--- src/logic/wake_cfg.svh ---
`ifndef WAKE_CFG_SVH
`define WAKE_CFG_SVH

// ==========================================================================
// register map (byte addresses)
`define ADDR_PORT_A      8'h00
`define ADDR_KEY_STATUS  8'h04
`define ADDR_KEY_ENABLE  8'h08
`define ADDR_CONFIG_TWO  8'h0c
`define ADDR_CONFIG_ONE  8'h10
`define ADDR_IRQ_STATUS  8'h14
`define ADDR_IRQ_MASK    8'h18

// ==========================================================================
// field positions
`define BIT_WAKE_LATCH   6
`define BIT_KEY_FLAG     3
`define BIT_KEY_ACK      2
`define BIT_KEY_MASK     1
`define BIT_WAKE_IE      6
`define BIT_RUN_IN_STOP  1
`define BIT_PERIOD_SEL   7
`define BIT_EV_OVERFLOW  0
`define BIT_EV_LATCHED   1

// ==========================================================================
// reset values
`define RST_CONFIG       8'h00
`define RST_IRQ          2'h0

// ==========================================================================
// timing counts (last count before wrap, in selected source cycles)
`define WAKE_SHORT_LAST  14'h01ff
`define WAKE_LONG_LAST   14'h3fff

`endif

--- src/logic/wake_pkg.sv ---
package wake_pkg;

  // counter sequencer, gray along idle -> count
  typedef enum logic [1:0] {
    ST_IDLE  = 2'b00,
    ST_COUNT = 2'b01
  } wake_state_e;

  typedef logic [13:0] wake_count_t;

  typedef struct packed {
    logic [2:0] sync;
    logic       stable;
  } sync_s;

  typedef struct packed {
    wake_state_e state;
    wake_count_t count;
    logic        request;
  } counter_s;

  typedef struct packed {
    logic        wake_latch;
    logic        wake_irq_enable;
    logic        key_irq_mask;
    logic [7:0]  config_one;
    logic [7:0]  config_two;
    logic        config_one_done;
    logic        config_two_done;
    logic [1:0]  irq_status;
    logic [1:0]  irq_mask;
    logic [31:0] prdata;
  } regs_s;

endpackage

--- src/logic/wake_edge_sync.sv ---
`timescale 1ns/100ps
`default_nettype none

// ==========================================================================
// three-stage sampler, counts a rising edge once stages two and three agree
module wake_edge_sync (
  // clock and reset
  input  wire logic pclk,
  input  wire logic presetn,
  // sampled pin and result
  input  wire logic pin,
  output logic      rise
);

  wake_pkg::sync_s s_q;
  wake_pkg::sync_s s_d;

  // first stage feeds only the second, so metastability never reaches logic
  always_comb begin
    s_d      = s_q;
    s_d.sync = {s_q.sync[1:0], pin};
    if (s_q.sync[1] == s_q.sync[2]) begin
      s_d.stable = s_q.sync[2];
    end
  end

  always_ff @(posedge pclk or negedge presetn) begin
    if (!presetn) begin
      s_q <= '0;
    end else begin
      s_q <= s_d;
    end
  end

  assign rise = s_d.stable & ~s_q.stable;

endmodule

`default_nettype wire

--- src/logic/wake_counter.sv ---
`timescale 1ns/100ps
`default_nettype none
`include "wake_cfg.svh"

// ==========================================================================
// stop-mode period counter: counts ticks of the chosen source
module wake_counter (
  // clock and reset
  input  wire logic pclk,
  input  wire logic presetn,
  // low-power mode state
  input  wire logic stop_mode,
  input  wire logic wait_mode,
  // source ticks and selection
  input  wire logic rc_tick,
  input  wire logic bus_tick,
  input  wire logic clock_run_in_stop,
  input  wire logic wake_period_select,
  // result
  output logic      wake_request,
  output logic      counting
);

  wake_pkg::counter_s c_q;
  wake_pkg::counter_s c_d;

  function automatic wake_pkg::wake_count_t last_count(input logic short_sel);
    last_count = short_sel ? `WAKE_SHORT_LAST : `WAKE_LONG_LAST;
  endfunction

  // sequencer and counter
  always_comb begin
    logic tick;
    tick        = 1'b0;
    c_d         = c_q;
    c_d.request = 1'b0;
    tick        = clock_run_in_stop ? bus_tick : rc_tick;
    unique case (c_q.state)
      wake_pkg::ST_IDLE: begin
        c_d.count = '0;
        if (stop_mode && !wait_mode) begin
          c_d.state = wake_pkg::ST_COUNT;
          c_d.count = '0;
        end
      end
      wake_pkg::ST_COUNT: begin
        if (!stop_mode || wait_mode) begin
          c_d.state = wake_pkg::ST_IDLE;
          c_d.count = '0;
        end else if (tick) begin
          if (c_q.count == last_count(wake_period_select)) begin
            c_d.count   = '0;
            c_d.request = 1'b1;
          end else begin
            c_d.count = c_q.count + 14'h0001;
          end
        end
      end
      default: begin
        c_d.state = wake_pkg::ST_IDLE;
        c_d.count = '0;
      end
    endcase
  end

  always_ff @(posedge pclk or negedge presetn) begin
    if (!presetn) begin
      c_q <= '{state: wake_pkg::ST_IDLE, count: '0, request: 1'b0};
    end else begin
      c_q <= c_d;
    end
  end

  assign wake_request = c_q.request;
  assign counting     = (c_q.state == wake_pkg::ST_COUNT);

endmodule

`default_nettype wire

--- src/logic/auto_wakeup_unit.sv ---
`timescale 1ns/100ps
`default_nettype none
`include "wake_cfg.svh"

// ==========================================================================
// auto wakeup unit with its shared keyboard and config registers on apb
module auto_wakeup_unit (
  // clock and reset
  input  wire logic        pclk,
  input  wire logic        presetn,
  // apb slave
  input  wire logic        psel,
  input  wire logic        penable,
  input  wire logic        pwrite,
  input  wire logic [7:0]  paddr,
  input  wire logic [31:0] pwdata,
  output logic [31:0]      prdata,
  output logic             pready,
  output logic             pslverr,
  // low-power mode state, same clock
  input  wire logic        stop_mode,
  input  wire logic        wait_mode,
  // clock source pins, sampled
  input  wire logic        wake_rc_oscillator,
  input  wire logic        bus_clock_x4,
  // keyboard interrupt unit
  input  wire logic        key_pin_pending,
  output logic             key_ack_pulse,
  output logic             key_pending_flag,
  output logic             key_irq_request,
  output logic             wake_request,
  // status interrupt
  output logic             irq
);

  wake_pkg::regs_s r_q;
  wake_pkg::regs_s r_d;

  logic rc_tick;
  logic bus_tick;
  logic counting;

  // ========================================================================
  // source samplers and counter
  wake_edge_sync rc_sync (
    .pclk    (pclk),
    .presetn (presetn),
    .pin     (wake_rc_oscillator),
    .rise    (rc_tick)
  );

  wake_edge_sync bus_sync (
    .pclk    (pclk),
    .presetn (presetn),
    .pin     (bus_clock_x4),
    .rise    (bus_tick)
  );

  wake_counter counter (
    .pclk               (pclk),
    .presetn            (presetn),
    .stop_mode          (stop_mode),
    .wait_mode          (wait_mode),
    .rc_tick            (rc_tick),
    .bus_tick           (bus_tick),
    .clock_run_in_stop  (r_q.config_two[`BIT_RUN_IN_STOP]),
    .wake_period_select (r_q.config_one[`BIT_PERIOD_SEL]),
    .wake_request       (wake_request),
    .counting           (counting)
  );

  // ========================================================================
  // address decode, shared by read and write paths
  function automatic logic is_mapped(input logic [7:0] a);
    is_mapped = (a == `ADDR_PORT_A) || (a == `ADDR_KEY_STATUS) ||
                (a == `ADDR_KEY_ENABLE) || (a == `ADDR_CONFIG_TWO) ||
                (a == `ADDR_CONFIG_ONE) || (a == `ADDR_IRQ_STATUS) ||
                (a == `ADDR_IRQ_MASK);
  endfunction

  // read mux; unmapped and reserved bits give zero
  function automatic logic [31:0] reg_read(input logic [7:0] a,
                                           input wake_pkg::regs_s r,
                                           input logic flag);
    logic [7:0] v;
    v = 8'h00;
    unique case (a)
      `ADDR_PORT_A:     v[`BIT_WAKE_LATCH] = r.wake_latch;
      `ADDR_KEY_STATUS: begin
        v[`BIT_KEY_FLAG] = flag;
        v[`BIT_KEY_MASK] = r.key_irq_mask;
      end
      `ADDR_KEY_ENABLE: v[`BIT_WAKE_IE] = r.wake_irq_enable;
      `ADDR_CONFIG_TWO: v = r.config_two;
      `ADDR_CONFIG_ONE: v = r.config_one;
      `ADDR_IRQ_STATUS: v[1:0] = r.irq_status;
      `ADDR_IRQ_MASK:   v[1:0] = r.irq_mask;
      default:          v = 8'h00;
    endcase
    reg_read = {24'h000000, v};
  endfunction

  logic setup;
  logic wr;
  logic ack_write;
  logic latch_set;
  logic [1:0] events;

  // ========================================================================
  // strobes: writes land only in the access phase
  always_comb begin
    setup     = psel & ~penable;
    wr        = psel & penable & pwrite & is_mapped(paddr);
    ack_write = wr & (paddr == `ADDR_KEY_STATUS) & pwdata[`BIT_KEY_ACK];
    latch_set = wake_request & r_q.wake_irq_enable;
    events    = {latch_set, wake_request};
  end

  // register next state
  always_comb begin
    r_d = r_q;
    // set wins over acknowledge so a same-cycle wakeup is not lost
    r_d.wake_latch = latch_set | (r_q.wake_latch & ~ack_write);
    if (wr && paddr == `ADDR_KEY_STATUS) begin
      r_d.key_irq_mask = pwdata[`BIT_KEY_MASK];
    end
    if (wr && paddr == `ADDR_KEY_ENABLE) begin
      r_d.wake_irq_enable = pwdata[`BIT_WAKE_IE];
    end
    // one-shot config: later writes are dropped silently
    if (wr && paddr == `ADDR_CONFIG_ONE && !r_q.config_one_done) begin
      r_d.config_one      = pwdata[7:0];
      r_d.config_one_done = 1'b1;
    end
    if (wr && paddr == `ADDR_CONFIG_TWO && !r_q.config_two_done) begin
      r_d.config_two      = pwdata[7:0];
      r_d.config_two_done = 1'b1;
    end
    // sticky status, write one to clear, new event wins
    if (wr && paddr == `ADDR_IRQ_STATUS) begin
      r_d.irq_status = events | (r_q.irq_status & ~pwdata[1:0]);
    end else begin
      r_d.irq_status = events | r_q.irq_status;
    end
    if (wr && paddr == `ADDR_IRQ_MASK) begin
      r_d.irq_mask = pwdata[1:0];
    end
    // read data captured in setup so prdata is a flop in the access phase
    if (setup) begin
      r_d.prdata = reg_read(paddr, r_q, key_pending_flag);
    end
  end

  always_ff @(posedge pclk or negedge presetn) begin
    if (!presetn) begin
      r_q <= '{wake_latch:      1'b0,
               wake_irq_enable: 1'b0,
               key_irq_mask:    1'b0,
               config_one:      `RST_CONFIG,
               config_two:      `RST_CONFIG,
               config_one_done: 1'b0,
               config_two_done: 1'b0,
               irq_status:      `RST_IRQ,
               irq_mask:        `RST_IRQ,
               prdata:          32'h00000000};
    end else begin
      r_q <= r_d;
    end
  end

  // ========================================================================
  // outputs
  assign prdata           = r_q.prdata;
  assign pready           = 1'b1; // zero wait states
  assign pslverr          = psel & penable & ~is_mapped(paddr);
  assign key_ack_pulse    = ack_write;
  assign key_pending_flag = r_q.wake_latch | key_pin_pending;
  assign key_irq_request  = key_pending_flag & ~r_q.key_irq_mask;
  assign irq              = |(r_q.irq_status & r_q.irq_mask);

endmodule

`default_nettype wire

--- config.mk ---
export PLATFORM = sky130hd
export DESIGN_NAME = auto_wakeup_unit
export DESIGN_NICKNAME = d
export VERILOG_FILES = /design/src/logic/wake_pkg.sv /design/src/logic/wake_edge_sync.sv /design/src/logic/wake_counter.sv /design/src/logic/auto_wakeup_unit.sv
export VERILOG_INCLUDE_DIRS = /design/src /design/src/logic
export SDC_FILE = /design/constraint.sdc
export NUM_CORES = 1
export LEC_CHECK = 0
export CELL_PAD_IN_SITES_DETAIL_PLACEMENT = 1
export CELL_PAD_IN_SITES_GLOBAL_PLACEMENT = 1
export CORE_ASPECT_RATIO = 2
export CORE_MARGIN = 2
export CORE_UTILIZATION = 51
export CTS_CLUSTER_SIZE = 24
export DETAILED_ROUTE_END_ITERATION = 10
export DONT_BUFFER_PORTS = 1
export GPL_TIMING_DRIVEN = 0
export PLACE_DENSITY_LB_ADDON = 0.2
export SYNTH_ARGS = -nofsm -noshare
export SYNTH_HDL_FRONTEND = slang
export SYNTH_SLANG_ARGS = --single-unit
--- constraint.sdc ---
create_clock -name pclk -period 3.1 [get_ports pclk]
set_input_delay 0 -clock pclk [delete_from_list [all_inputs] [get_ports pclk]]
set_output_delay 0 -clock pclk [all_outputs]
set_load 0.02 [all_outputs]
# Yosys cells after proc, flatten, opt, wreduce, memory -nomap -nowiden

Index checks and enable logic that the tools add are counted.
W data, S select, Z words.

Logic and storage cells: 101
Output and inout port bits: 39
Input port bits: 50
Flip-flop bits (word level): 58

$add $sub $neg: 1
Mux-type cells: 21
Eq/ne operators: 13
Reductions and logical operators: 24
Bitwise operators: 25

Operators with widths:

| cell                    | number |
|---|---|
| $mux W14                | 3 |
| $pmux W16 S2            | 1 |
| $eq A8 B5 Y1 const B    | 3 |
| $eq A8 B4 Y1 const B    | 2 |
| $mux W16                | 1 |
| $mux W15                | 1 |
| $add A14 B1 Y14 const B | 1 |
| $eq A14 B14 Y1          | 1 |
| $and A1 B1 Y1           | 12 |
| $logic_and A1 B1 Y1     | 9 |
| $eq A8 B3 Y1 const B    | 1 |
| $logic_not A8 Y1        | 1 |
| $pmux W1 S4             | 2 |
| $logic_or A1 B1 Y1      | 7 |
| $mux W1                 | 6 |
| $not A1 Y1              | 6 |
| $pmux W1 S5             | 1 |
| $and A2 B2 Y2           | 2 |
| $logic_not A1 Y1        | 4 |
| $mux W2                 | 2 |
| $or A2 B2 Y2            | 2 |
| $pmux W1 S2             | 2 |
| $pmux W2 S2             | 1 |
| $ne A3 B3 Y1 const B    | 1 |
| 10 further kinds        | 12 |

# Longest topological paths before layout

Gate-level depths: netlist (run 1).

Depth after elaboration: 13
Depth in mapped cells: 7
Gate-level depth less buffers: 6

# Modules after synthesis

Synthesis (run 1) repeated with hierarchy kept, for this count alone.

Cells, all modules: 277
Area, all modules: 3041.7 um^2

Modules (own cells, without submodules):

| module           | cells an instance | sequential area each (um^2) | instances | area an instance (um^2) |
|---|---|---|---|---|
| auto_wakeup_unit | 166               | 825.8                       | 1         | 1870.5 |
| wake_counter     | 99                | 400.4                       | 1         | 928.4 |
| wake_edge_sync   | 6                 | 100.1                       | 2         | 121.4 |

# Least setup slack after synthesis (run 1)

OpenSTA, ideal clock, no wires.

Kind: flip-flop to flip-flop
Start point: register counter.c_q[10] (netlist bit)
End point: register counter.c_q[8] (netlist bit)
Slack: 1.125 ns
Data required time: 2.961 ns
Library setup time: 0.139 ns
Period minus slack after synthesis: 1.975 ns
Path buffers: 0
Data arrival time: 1.836 ns
Stages on the path, launching flop included: 6
Cell sequence: dfrtp_1 or4b_2 nor3_1 o2111ai_1 o21ai_1 o211ai_1

Longest elaborated chain between the ends: 5

RTL lines:

| element                | RTL line           | text |
|---|---|---|
| from (decl)            | wake_counter.sv:24 | `wake_pkg::counter_s c_q;` |
| from (signal assigned) | wake_counter.sv:68 | `c_q <= '{state: wake_pkg::ST_IDLE, count: '0, request: 1'b0};` |
| $eq A14 B14 Y1         | wake_counter.sv:51 | `if (c_q.count == last_count(wake_period_select)) begin` |
| $mux W14               | wake_counter.sv:51 |  |
| $mux W15               | wake_counter.sv:50 | `end else if (tick) begin` |
| $mux W14               | wake_counter.sv:47 | `if (!stop_mode \|\| wait_mode) begin` |
| $pmux W16 S2           | wake_counter.sv:38 | `unique case (c_q.state)` |

No other way between the ends. The select of a mux whose other input is x is not followed.
A chain may end at the register's enable or synchronous reset.

# Worst setup path after layout (run 1)

Ends and elaborated chain as after synthesis.

==> flow_metrics.env, run 1 <==
export IMPL_required_ps=3280
export IMPL_antennaDiodeCount=0
export IMPL_r2r_start="counter.c_q[10]$_DFFE_PN0P_"
export IMPL_core_area_sq_um=5660
export IMPL_syn_inst=284
export IMPL_arrival_ps=2600
export IMPL_finalMaxSlewViolations=0
export IMPL_num_nets_final=387
export IMPL_antenna_found_initial=0
export IMPL_period_share_pct=78.0
export IMPL_ys_top_cells_by_area="dfrtp_1 48%, buf_4 8.4%, mux2_2 4.6%"
export IMPL_path_clk_slew_ps=50
export IMPL_fp_dieW_um=57.9
export IMPL_crit_slowest_cell="or4b_2"
export IMPL_worstMarginPinSlew_ps=614
export IMPL_status="finished, final reports clean"
export IMPL_gp_congestion=0.846
export IMPL_leakage_nw=1.73
export IMPL_row_count=39
export IMPL_htreeDepth=3
export IMPL_numCtsBuffers=9
export IMPL_ys_warn_count=0
export IMPL_switchingPower_w=0.000416
export IMPL_worstPathCellList="or4b_2 -> nor3_1 -> o2111ai_1 -> o21ai_1 -> o211ai_1"
export IMPL_whs_ps=6.55
export IMPL_ys_seq_area_share_pct=48.2
export IMPL_min_delay_start="paddr[2]"
export IMPL_synth_area_sq_um=2960
export IMPL_synth_top_area_share_pct=48.2
export IMPL_setup_viol=0
export IMPL_swShare_pct=23.0
export IMPL_powerDensity_nw_per_um2=508
export IMPL_hold_violations=0
export IMPL_ios=89
export IMPL_maxCapViolCount=0
export IMPL_cts_hold_buf=17
export IMPL_fillCellCount=623
export IMPL_io_buffers=0
export IMPL_start_util_pct=52.3
export IMPL_max_stage_delay_ps=680
export IMPL_die_area_sq_um=6470
export IMPL_power_frac_seq_pct=43.0
export IMPL_clock_power_share_pct=47.4
export IMPL_finalPower_w=0.00181
export IMPL_grt_pass1_vias=2444
export IMPL_syn_avg_cell_area_sq_um=10.4
export IMPL_routedWlPerCell_um=18.2
export IMPL_worst_setup_path_end_kind="register"
export IMPL_clockRootBuffer="clkbuf_16"
export IMPL_internal_power_w=0.00140
export IMPL_cts_setup_buffers=0
export IMPL_synth_seq_cells=57
export IMPL_cts_tree="yes"
export IMPL_fin_skew_ps=6.43
export IMPL_drt_iter0_drc=58
export IMPL_slew_headroom_pct=58.7
export IMPL_ys_async_sr_fraction_pct=100
export IMPL_drt_wl_total_mm=7.23
export IMPL_cts_sinks=57
export IMPL_grt_pass1_wl_mm=11.8
export IMPL_synth_edff_count=0
export IMPL_synthFlopType="dfrtp_1"
export IMPL_grt_usage_pct=24.4
export IMPL_tns_ps=0
export IMPL_areaGrowthSynthToFinish_pct=20.5
export IMPL_worstSetupPathType="reg -> reg"
export IMPL_worstHoldPathType="in -> reg"
export IMPL_clk_latency_ps=320
export IMPL_viasPerCell=5.61
export IMPL_drive_above_1_share_pct=22.3
export IMPL_yosysTopAreaCell="dfrtp_1"
export IMPL_ctsLongestPathBuffers=2
export IMPL_drc=0
export IMPL_dp_hpwl_mm=5.09
export IMPL_peakVddDrop_uv=509
export IMPL_grt_overflow=0
export IMPL_grt_max_degree=58
export IMPL_period_needed_ps=2420
export IMPL_route_antenna_remaining_nets=0
export IMPL_die_h_um=112
export IMPL_worstSetupStartpointType="register"
export IMPL_fmax_mhz=413
export IMPL_first_pass_iters=6
export IMPL_p_comb_share_pct=9.5
export IMPL_cts_resized=0
export IMPL_vias=2229
export IMPL_ys_types=51
export IMPL_critical_path_startpoint="counter.c_q[10]$_DFFE_PN0P_"
export IMPL_rsz0062_at_grt="false"
export IMPL_cp_max_fo=6
registers in the layout (all words and copies together) (netlist names):
register,count
bus_sync.s_d,2
bus_sync.s_q,2
counter.c_q,15
counter.wake_request,1
prdata,8
r_q,25
rc_sync.s_d,2
rc_sync.s_q,2
routing by layer:
layer / up-vias / track usage (%) / share of wire, %
li1: 1040 / - / -
met1: 1104 / 23.4 / 33
met2: 64 / 45.1 / 59
met3: 21 / 5.81 / 4.3
met4: 0 / 13.8 / 3.9
met5: - / 0 / 0
stage by stage:
stage / util, % / setup WS, ps / cell area, sq um / instances
2_1_floorplan: - / 1130 / 3050 / 307
3_3_place_gp: 55.2 / 725 / 3120 / 368
3_5_place_dp: 55.2 / 646 / 3120 / 368
4_1_cts: 63.0 / 634 / 3570 / 397
5_1_grt: 63.0 / 532 / 3570 / 397
6_report: 63.0 / 681 / 3570 / 397
kinds of logic after synthesis:
family / after synthesis / share of synthesized area (%)
and+or+nand+nor: 104 / 19.3
DFF: 57 / 48.2
buffers and inverters: 45 / 10.1
AOI/OAI and AO/OA: 43 / 9.21
muxes: 23 / 9.64
xor gates and xnor gates: 6 / 1.78
adders and majority gates: 4 / 1.52
other: 2 / 0.254
cell usage after synthesis (2+ instances only):
| library cell | instances |
|---|---|
| nand3_1 | 11 |
| a21oi_1 | 3 |
| dfrtp_1 | 57 |
| nor2b_1 | 3 |
| a21o_1 | 3 |
| nor2_1 | 23 |
| buf_4 | 33 |
| mux2_2 | 12 |
| maj3_1 | 2 |
| mux2_4 | 8 |
| and3_1 | 8 |
| o21ai_0 | 19 |
| nand4b_1 | 2 |
| a22o_1 | 2 |
| nor3_1 | 2 |
| inv_1 | 5 |
| nor3b_1 | 2 |
| xor2_1 | 6 |
| nand2b_1 | 4 |
| conb_1 | 2 |
| ha_1 | 2 |
| a22oi_1 | 6 |
| clkbuf_1 | 6 |
| or4_4 | 2 |
| mux2i_1 | 3 |
| nand2_1 | 31 |
| nand4_1 | 3 |
placed cells by master, fill, tap and decap left out, drive strengths merged, types with 11 or more instances in the layout:
| cell | count |
|---|---|
| dlygate4sd3 | 16 |
| conb | 25 |
| nand2 | 31 |
| clkbuf | 17 |
| nand3 | 11 |
| o21ai | 20 |
| buf | 35 |
| mux2 | 20 |
| nor2 | 24 |
| dfrtp | 57 |
final cells by class:
cell class	instances	area [sq um]	area share, %
inverters	5	18.8	0.526
repair buffers	17	188	5.26
flip-flops and latches	57	1430	40.0
multi-input cells	205	1320	37.0
well taps	61	76.3	2.14
clock inverters	1	5.00	0.140
clock buffers	11	253	7.08
plain buffers	40	282	7.89
worst paths after layout:
kind                            slack, ps  cells after the start                    endpoint
worst max-delay path                  680                      5  counter.c_q[8]$_DFFE_PN0P_
worst min-delay path                    7                      3         r_q[55]$_DFFE_PN0P_
worst max register to register        680                      5  counter.c_q[8]$_DFFE_PN0P_
worst min register to register        350                      0    rc_sync.s_d[3]$_DFF_PN0_
max in group asynchronous            2650                      2         r_q[43]$_DFFE_PN0P_
min in group asynchronous             190                      2         r_q[37]$_DFFE_PN0P_
power groups by stage:
stage	combinational [W]	sequential [W]	clock, W
after detailed placement	0.000131	0.000791	0
after floorplan	0.000114	0.000787	0
after CTS	0.000171	0.000780	0.000876
after global placement	0.000129	0.000790	0
after global routing	0.000189	0.000781	0.000905
final	0.000172	0.000780	0.000860
worst max-delay path: cells and delay by family (launching register included):
family,cells,cell delay (ps)
AOI/OAI and AO/OA,3,990
and+or+nand+nor,2,860
DFF,1,430
(Power assumes the default switching activity.)
==> run 2: changes to the inputs <==
- CORE_UTILIZATION: 51 -> 43
- clock period: 3.1 -> 2.1 ns (I/O delays scaled with it)
==> run 2 against run 1 <==
- wire length increased by 6.4%
- critical endpoint is now counter.c_q[14]$_DFFE_PN0P_
- largest power group unchanged
- final cell count increased by 9.3%
- clock skew increased by 1.0 ps
- via count increased by 2.0%
- register-to-register slack got worse by 590 ps
- setup slack got worse by 590 ps
- first-iteration DRC count increased by 67%
- highest routed layer unchanged
==> flow_metrics.env, run 2 (synthesis gave the netlist of run 1 again) <==
export IMPL_drive_above_1_share_pct=25.4
export IMPL_grt_overflow=0
export IMPL_vias=2273
export IMPL_worst_setup_path_end_kind="register"
export IMPL_viasPerCell=5.24
export IMPL_worstSetupPathType="reg -> reg"
export IMPL_ctsLongestPathBuffers=2
export IMPL_power_frac_seq_pct=38.0
export IMPL_ff2ff_path_depth=6
export IMPL_setup_viol=0
export IMPL_first_pass_iters=4
export IMPL_layout_common_cells="56 x dfrtp_1, 36 x buf_4, 31 x nand2_1, 25 x conb_1, 22 x nor2_1"
export IMPL_switchingPower_w=0.000689
export IMPL_drt_wl_total_mm=7.69
export IMPL_r2r_end="counter.c_q[14]$_DFFE_PN0P_"
export IMPL_htreeDepth=3
export IMPL_clockRootBuffer="clkbuf_16"
export IMPL_internal_power_w=0.00233
export IMPL_fmax_mhz=497
export IMPL_place_ws_ps=-327
export IMPL_r2r_slack_ps=90
export IMPL_rsz0062_at_grt="true"
export IMPL_powerDensity_nw_per_um2=803
export IMPL_ios=89
export IMPL_status="finished, final reports clean"
export IMPL_gp_congestion=0.875
export IMPL_finalMaxSlewViolations=0
export IMPL_routedWlPerCell_um=17.7
export IMPL_cts_sinks=57
export IMPL_worstHoldPathType="in -> reg"
export IMPL_worstMarginPinSlew_ps=591
export IMPL_num_nets_final=393
export IMPL_maxCapViolCount=0
export IMPL_cp_endpoint="counter.c_q[14]$_DFFE_PN0P_"
export IMPL_route_antenna_remaining_nets=0
export IMPL_leakage_nw=1.79
export IMPL_slew_headroom_pct=60.3
export IMPL_regMostFlops="r_q"
export IMPL_fp_dieW_um=62.7
export IMPL_stdcell_count=434
export IMPL_antenna_found_initial=0
export IMPL_arrival_ps=2220
export IMPL_worstSetupStartpointType="register"
export IMPL_drt_iter0_drc=97
export IMPL_clk_latency_ps=330
export IMPL_grt_usage_pct=22.1
export IMPL_core_area_sq_um=6620
export IMPL_period_needed_ps=2010
export IMPL_row_count=42
export IMPL_areaGrowthSynthToFinish_pct=27.2
export IMPL_fin_skew_ps=7.43
export IMPL_swShare_pct=22.8
export IMPL_path_clk_slew_ps=50
export IMPL_worst_slack_ps=88.6
export IMPL_largest_reg_flops=25
export IMPL_numCtsBuffers=9
export IMPL_grt_max_degree=58
export IMPL_required_ps=2310
export IMPL_whs_ps=9.84
export IMPL_peakVddDrop_uv=490
export IMPL_r2r_start="counter.c_q[10]$_DFFE_PN0P_"
export IMPL_die_h_um=121
export IMPL_fin_util_pct=56.9
export IMPL_drc=0
export IMPL_cts_tree="yes"
export IMPL_p_comb_share_pct=8.8
export IMPL_antennaDiodeCount=0
export IMPL_grt_pass1_vias=2488
export IMPL_start_util_pct=44.7
export IMPL_cp_max_fo=6
export IMPL_critical_path_startpoint="counter.c_q[10]$_DFFE_PN0P_"
export IMPL_hold_violations=0
export IMPL_placed_cells_incl_taps=395
export IMPL_clock_power_share_pct=53.2
export IMPL_final_common_cell="dfrtp_1"
export IMPL_io_buffers=0
export IMPL_dp_hpwl_mm=5.20
export IMPL_finalPower_w=0.00302
export IMPL_grt_pass1_wl_mm=12.6
export IMPL_die_area_sq_um=7600
export IMPL_period_share_pct=95.8
run 2: worst min path at each step:
stage	startpoint	to	slack [ps]	cells past startpoint
floorplan	presetn	bus_sync.s_d[2]$_DFF_PN0_	-300	0
global placement	presetn	r_q[46]$_DFFE_PN0P_	-290	0
detailed placement	presetn	r_q[47]$_DFFE_PN0P_	-290	0
CTS	wait_mode	counter.c_q[15]$_DFFE_PN0P_	3	3
global route	paddr[4]	r_q[34]$_DFF_PN0_	40	4
finish	wait_mode	counter.c_q[15]$_DFFE_PN0P_	10	3
run 2: power groups by stage:
stage / registers [W] / logic, W / clock network (W)
after floorplan: 0.00116 / 0.000169 / 0
after global placement: 0.00117 / 0.000192 / 0
after detailed placement: 0.00117 / 0.000196 / 0
after CTS: 0.00115 / 0.000263 / 0.00164
after global routing: 0.00115 / 0.000298 / 0.00168
final: 0.00115 / 0.000267 / 0.00161
run 2: final cells by class:
| type | count | area, sq um |
|---|---|---|
| Timing Repair Buffer | 23 | 240 |
| Buffer | 40 | 283 |
| Sequential cell | 57 | 1430 |
| Clock buffer | 11 | 253 |
| Clock inverter | 5 | 77.6 |
| Inverter | 5 | 18.8 |
| Multi-Input combinational cell | 205 | 1360 |
| Tap cell | 88 | 110 |
| Fill cell | 755 | 2860 |
run 2: worst max-delay path, stage by stage (launching register included):
cell and delay, ps:
dfrtp_2 440, or4b_2 710, nor3_4 170, o2111ai_4 170, o21ai_2 180, buf_4 170
nor2_1 50
run 2: what timing repair did:
item,in CTS,in global routing
pin swaps,2,2
gates resized for setup,3,6
setup buffers,3,0
setup endpoints to repair,7,8
hold buffers,20,0
endpoints found under the hold margin,85,0
run 2: metal layers:
metal / global-route usage [%] / share of wire (%) / vias to the layer above
li1: - / - / 1054
met1: 21.0 / 34 / 1129
met2: 40.5 / 57 / 64
met3: 6.22 / 4.5 / 26
met4: 14.4 / 4.5 / 0
met5: 0 / 0 / -
run 2: per-stage QoR:
stage,area (sq um),setup TNS (ps)
after floorplan,3050,0
after detailed placement,3160,-1620
after global placement,3160,-1280
after CTS,3740,0
after global routing,3760,-2.29
final,3760,0
==> run 3: changes to the inputs <==
- PLACE_DENSITY: default -> 0.78
- PLACE_DENSITY_LB_ADDON: 0.2 -> default
- RECOVER_POWER: default -> 100
==> run 3 against run 2 <==
- wire length fell by 5.3%
- register-to-register slack improved by 70 ps
- final cell count fell by 0.46%
- critical path type unchanged
- critical endpoint is now counter.c_q[11]$_DFFE_PN0P_
==> flow_metrics.env, run 3 (synthesis gave the netlist of run 1 again) <==
export IMPL_critical_path_startpoint="counter.c_q[10]$_DFFE_PN0P_"
export IMPL_powerDensity_nw_per_um2=796
export IMPL_worstSetupPathType="reg -> reg"
export IMPL_grt_pass1_vias=2504
export IMPL_worst_setup_path_end_kind="register"
export IMPL_drt_iter0_drc=70
export IMPL_cts_tree="yes"
export IMPL_grt_max_degree=58
export IMPL_arrival_ps=2150
export IMPL_crit_slowest_cell="or4b_4"
export IMPL_final_common_cell="dfrtp_1"
export IMPL_ios=89
export IMPL_r2r_end="counter.c_q[11]$_DFFE_PN0P_"
export IMPL_regMostFlops="r_q"
export IMPL_io_buffers=0
export IMPL_numCtsBuffers=9
export IMPL_period_share_pct=92.4
export IMPL_grt_overflow=0
export IMPL_antenna_found_initial=0
export IMPL_start_util_pct=44.7
export IMPL_drive_above_1_share_pct=19.5
export IMPL_worstSetupStartpointType="register"
export IMPL_drc=0
export IMPL_setup_viol=0
export IMPL_areaGrowthSynthToFinish_pct=21.6
export IMPL_r2r_slack_ps=160
export IMPL_met2_length_mm=4.13
export IMPL_worstHoldPathType="in -> reg"
export IMPL_fin_skew_ps=6.07
export IMPL_hold_violations=0
export IMPL_grt_usage_pct=21.3
export IMPL_path_clk_slew_ps=50
export IMPL_die_area_sq_um=7600
export IMPL_finalPower_w=0.00286
export IMPL_wl_met3_um=348
export IMPL_required_ps=2310
export IMPL_r2r_start="counter.c_q[10]$_DFFE_PN0P_"
export IMPL_route_antenna_remaining_nets=0
export IMPL_largest_reg_flops=25
export IMPL_peakVddDrop_uv=593
export IMPL_cp_max_fo=6
export IMPL_fin_util_pct=54.3
export IMPL_rsz0062_at_grt="false"
export IMPL_row_count=42
export IMPL_cp_endpoint="counter.c_q[11]$_DFFE_PN0P_"
export IMPL_antennaDiodeCount=0
export IMPL_clk_latency_ps=330
export IMPL_worstPathCellList="or4b_4 -> nor3_4 -> o2111ai_2 -> o21ai_2 -> buf_4 -> nor2_1"
export IMPL_fp_dieW_um=62.7
export IMPL_num_nets_final=392
export IMPL_design_area_sq_um=3600
export IMPL_highest_layer="met4"
export IMPL_ff2ff_path_depth=6
export IMPL_vias=2230
export IMPL_dp_hpwl_mm=5.14
export IMPL_drt_met1_wl_mm=2.51
export IMPL_slew_headroom_pct=7.01
export IMPL_routedWlPerCell_um=16.9
export IMPL_leakage_nw=1.69
export IMPL_placed_cell_area_sq_um=3160
export IMPL_cts_sinks=57
export IMPL_clockRootBuffer="clkbuf_16"
export IMPL_maxCapViolCount=0
export IMPL_first_pass_iters=4
export IMPL_max_stage_delay_ps=560
export IMPL_layout_common_cells="56 x dfrtp_1, 31 x nand2_1, 28 x buf_4, 25 x conb_1, 23 x nor2_1"
export IMPL_die_h_um=121
export IMPL_drt_wl_total_mm=7.28
export IMPL_gp_congestion=0.873
export IMPL_fillCellCount=771
export IMPL_finalMaxSlewViolations=0
export IMPL_grt_pass1_wl_mm=12.2
export IMPL_viasPerCell=5.16
export IMPL_fmax_mhz=515
export IMPL_ctsLongestPathBuffers=2
export IMPL_min_delay_start="paddr[2]"
export IMPL_core_area_sq_um=6620
export IMPL_period_needed_ps=1940
export IMPL_worstMarginPinSlew_ps=1390
export IMPL_htreeDepth=3
export IMPL_status="finished, final reports clean"
run 3: how the worst min path moves through the flow:
| stage | end | slack [ps] | cells past startpoint |
|---|---|---|---|
| after floorplan | bus_sync.s_d[2]$_DFF_PN0_ | -300 | 0 |
| after global placement | rc_sync.s_d[3]$_DFF_PN0_ | -290 | 0 |
| after detailed placement | rc_sync.s_d[2]$_DFF_PN0_ | -290 | 0 |
| after CTS | r_q[55]$_DFFE_PN0P_ | 0.5 | 3 |
| after global routing | prdata[6]$_DFFE_PN0P_ | 30 | 2 |
| final | r_q[55]$_DFFE_PN0P_ | 3 | 3 |
run 3: repair_timing:
action	CTS	global route
endpoints found under the setup margin	7	10
resized for setup	3	4
hold buffers	18	0
buffers inserted	3	1
pin swaps	2	3
hold endpoints to repair	85	0
run 3: power by group:
| part | total, W | switching [W] | internal [W] |
|---|---|---|---|
| sequential | 0.00115 | 0.0000209 | 0.00113 |
| combinational | 0.000256 | 0.000156 | 0.000100 |
| clock | 0.00146 | 0.000487 | 0.000970 |
| total | 0.00286 | 0.000663 | 0.00220 |
run 3: layout make-up:
| type | instances | area, sq um | share of cell area (%) |
|---|---|---|---|
| Inverter | 5 | 18.8 | 0.522 |
| Sequential cell | 57 | 1430 | 39.7 |
| Tap cell | 88 | 110 | 3.06 |
| Buffer | 40 | 245 | 6.82 |
| Multi-Input combinational cell | 205 | 1300 | 36.1 |
| Clock buffer | 12 | 256 | 7.13 |
| Timing Repair Buffer | 22 | 201 | 5.60 |
| Clock inverter | 3 | 40.0 | 1.11 |
run 3: through the flow:
stage                     setup TNS [ps]  hold slack [ps]  cells  setup WS, ps
after global placement             -1400             -293    395          -292
after floorplan                        0             -296    307           125
after detailed placement           -1810             -293    395          -372
final                                  0             3.47    432           160
after global routing                   0             29.2    432          32.0
after CTS                              0            0.508    431          36.8
run 3: layer usage:
layer / global-route usage [%] / vias to the layer above
met4: 13.9 / 0
met3: 5.10 / 25
met1: 19.4 / 1088
met5: 0 / -
met2: 40.5 / 63
li1: - / 1054
run 3: worst max-delay path: cells and delay by family (launching register included):
family	cells	cell delay, ps
AO/OA/AOI/OAI	2	410
buffers and inverters	1	160
flip-flops	1	450
AND/OR/NAND/NOR	3	800
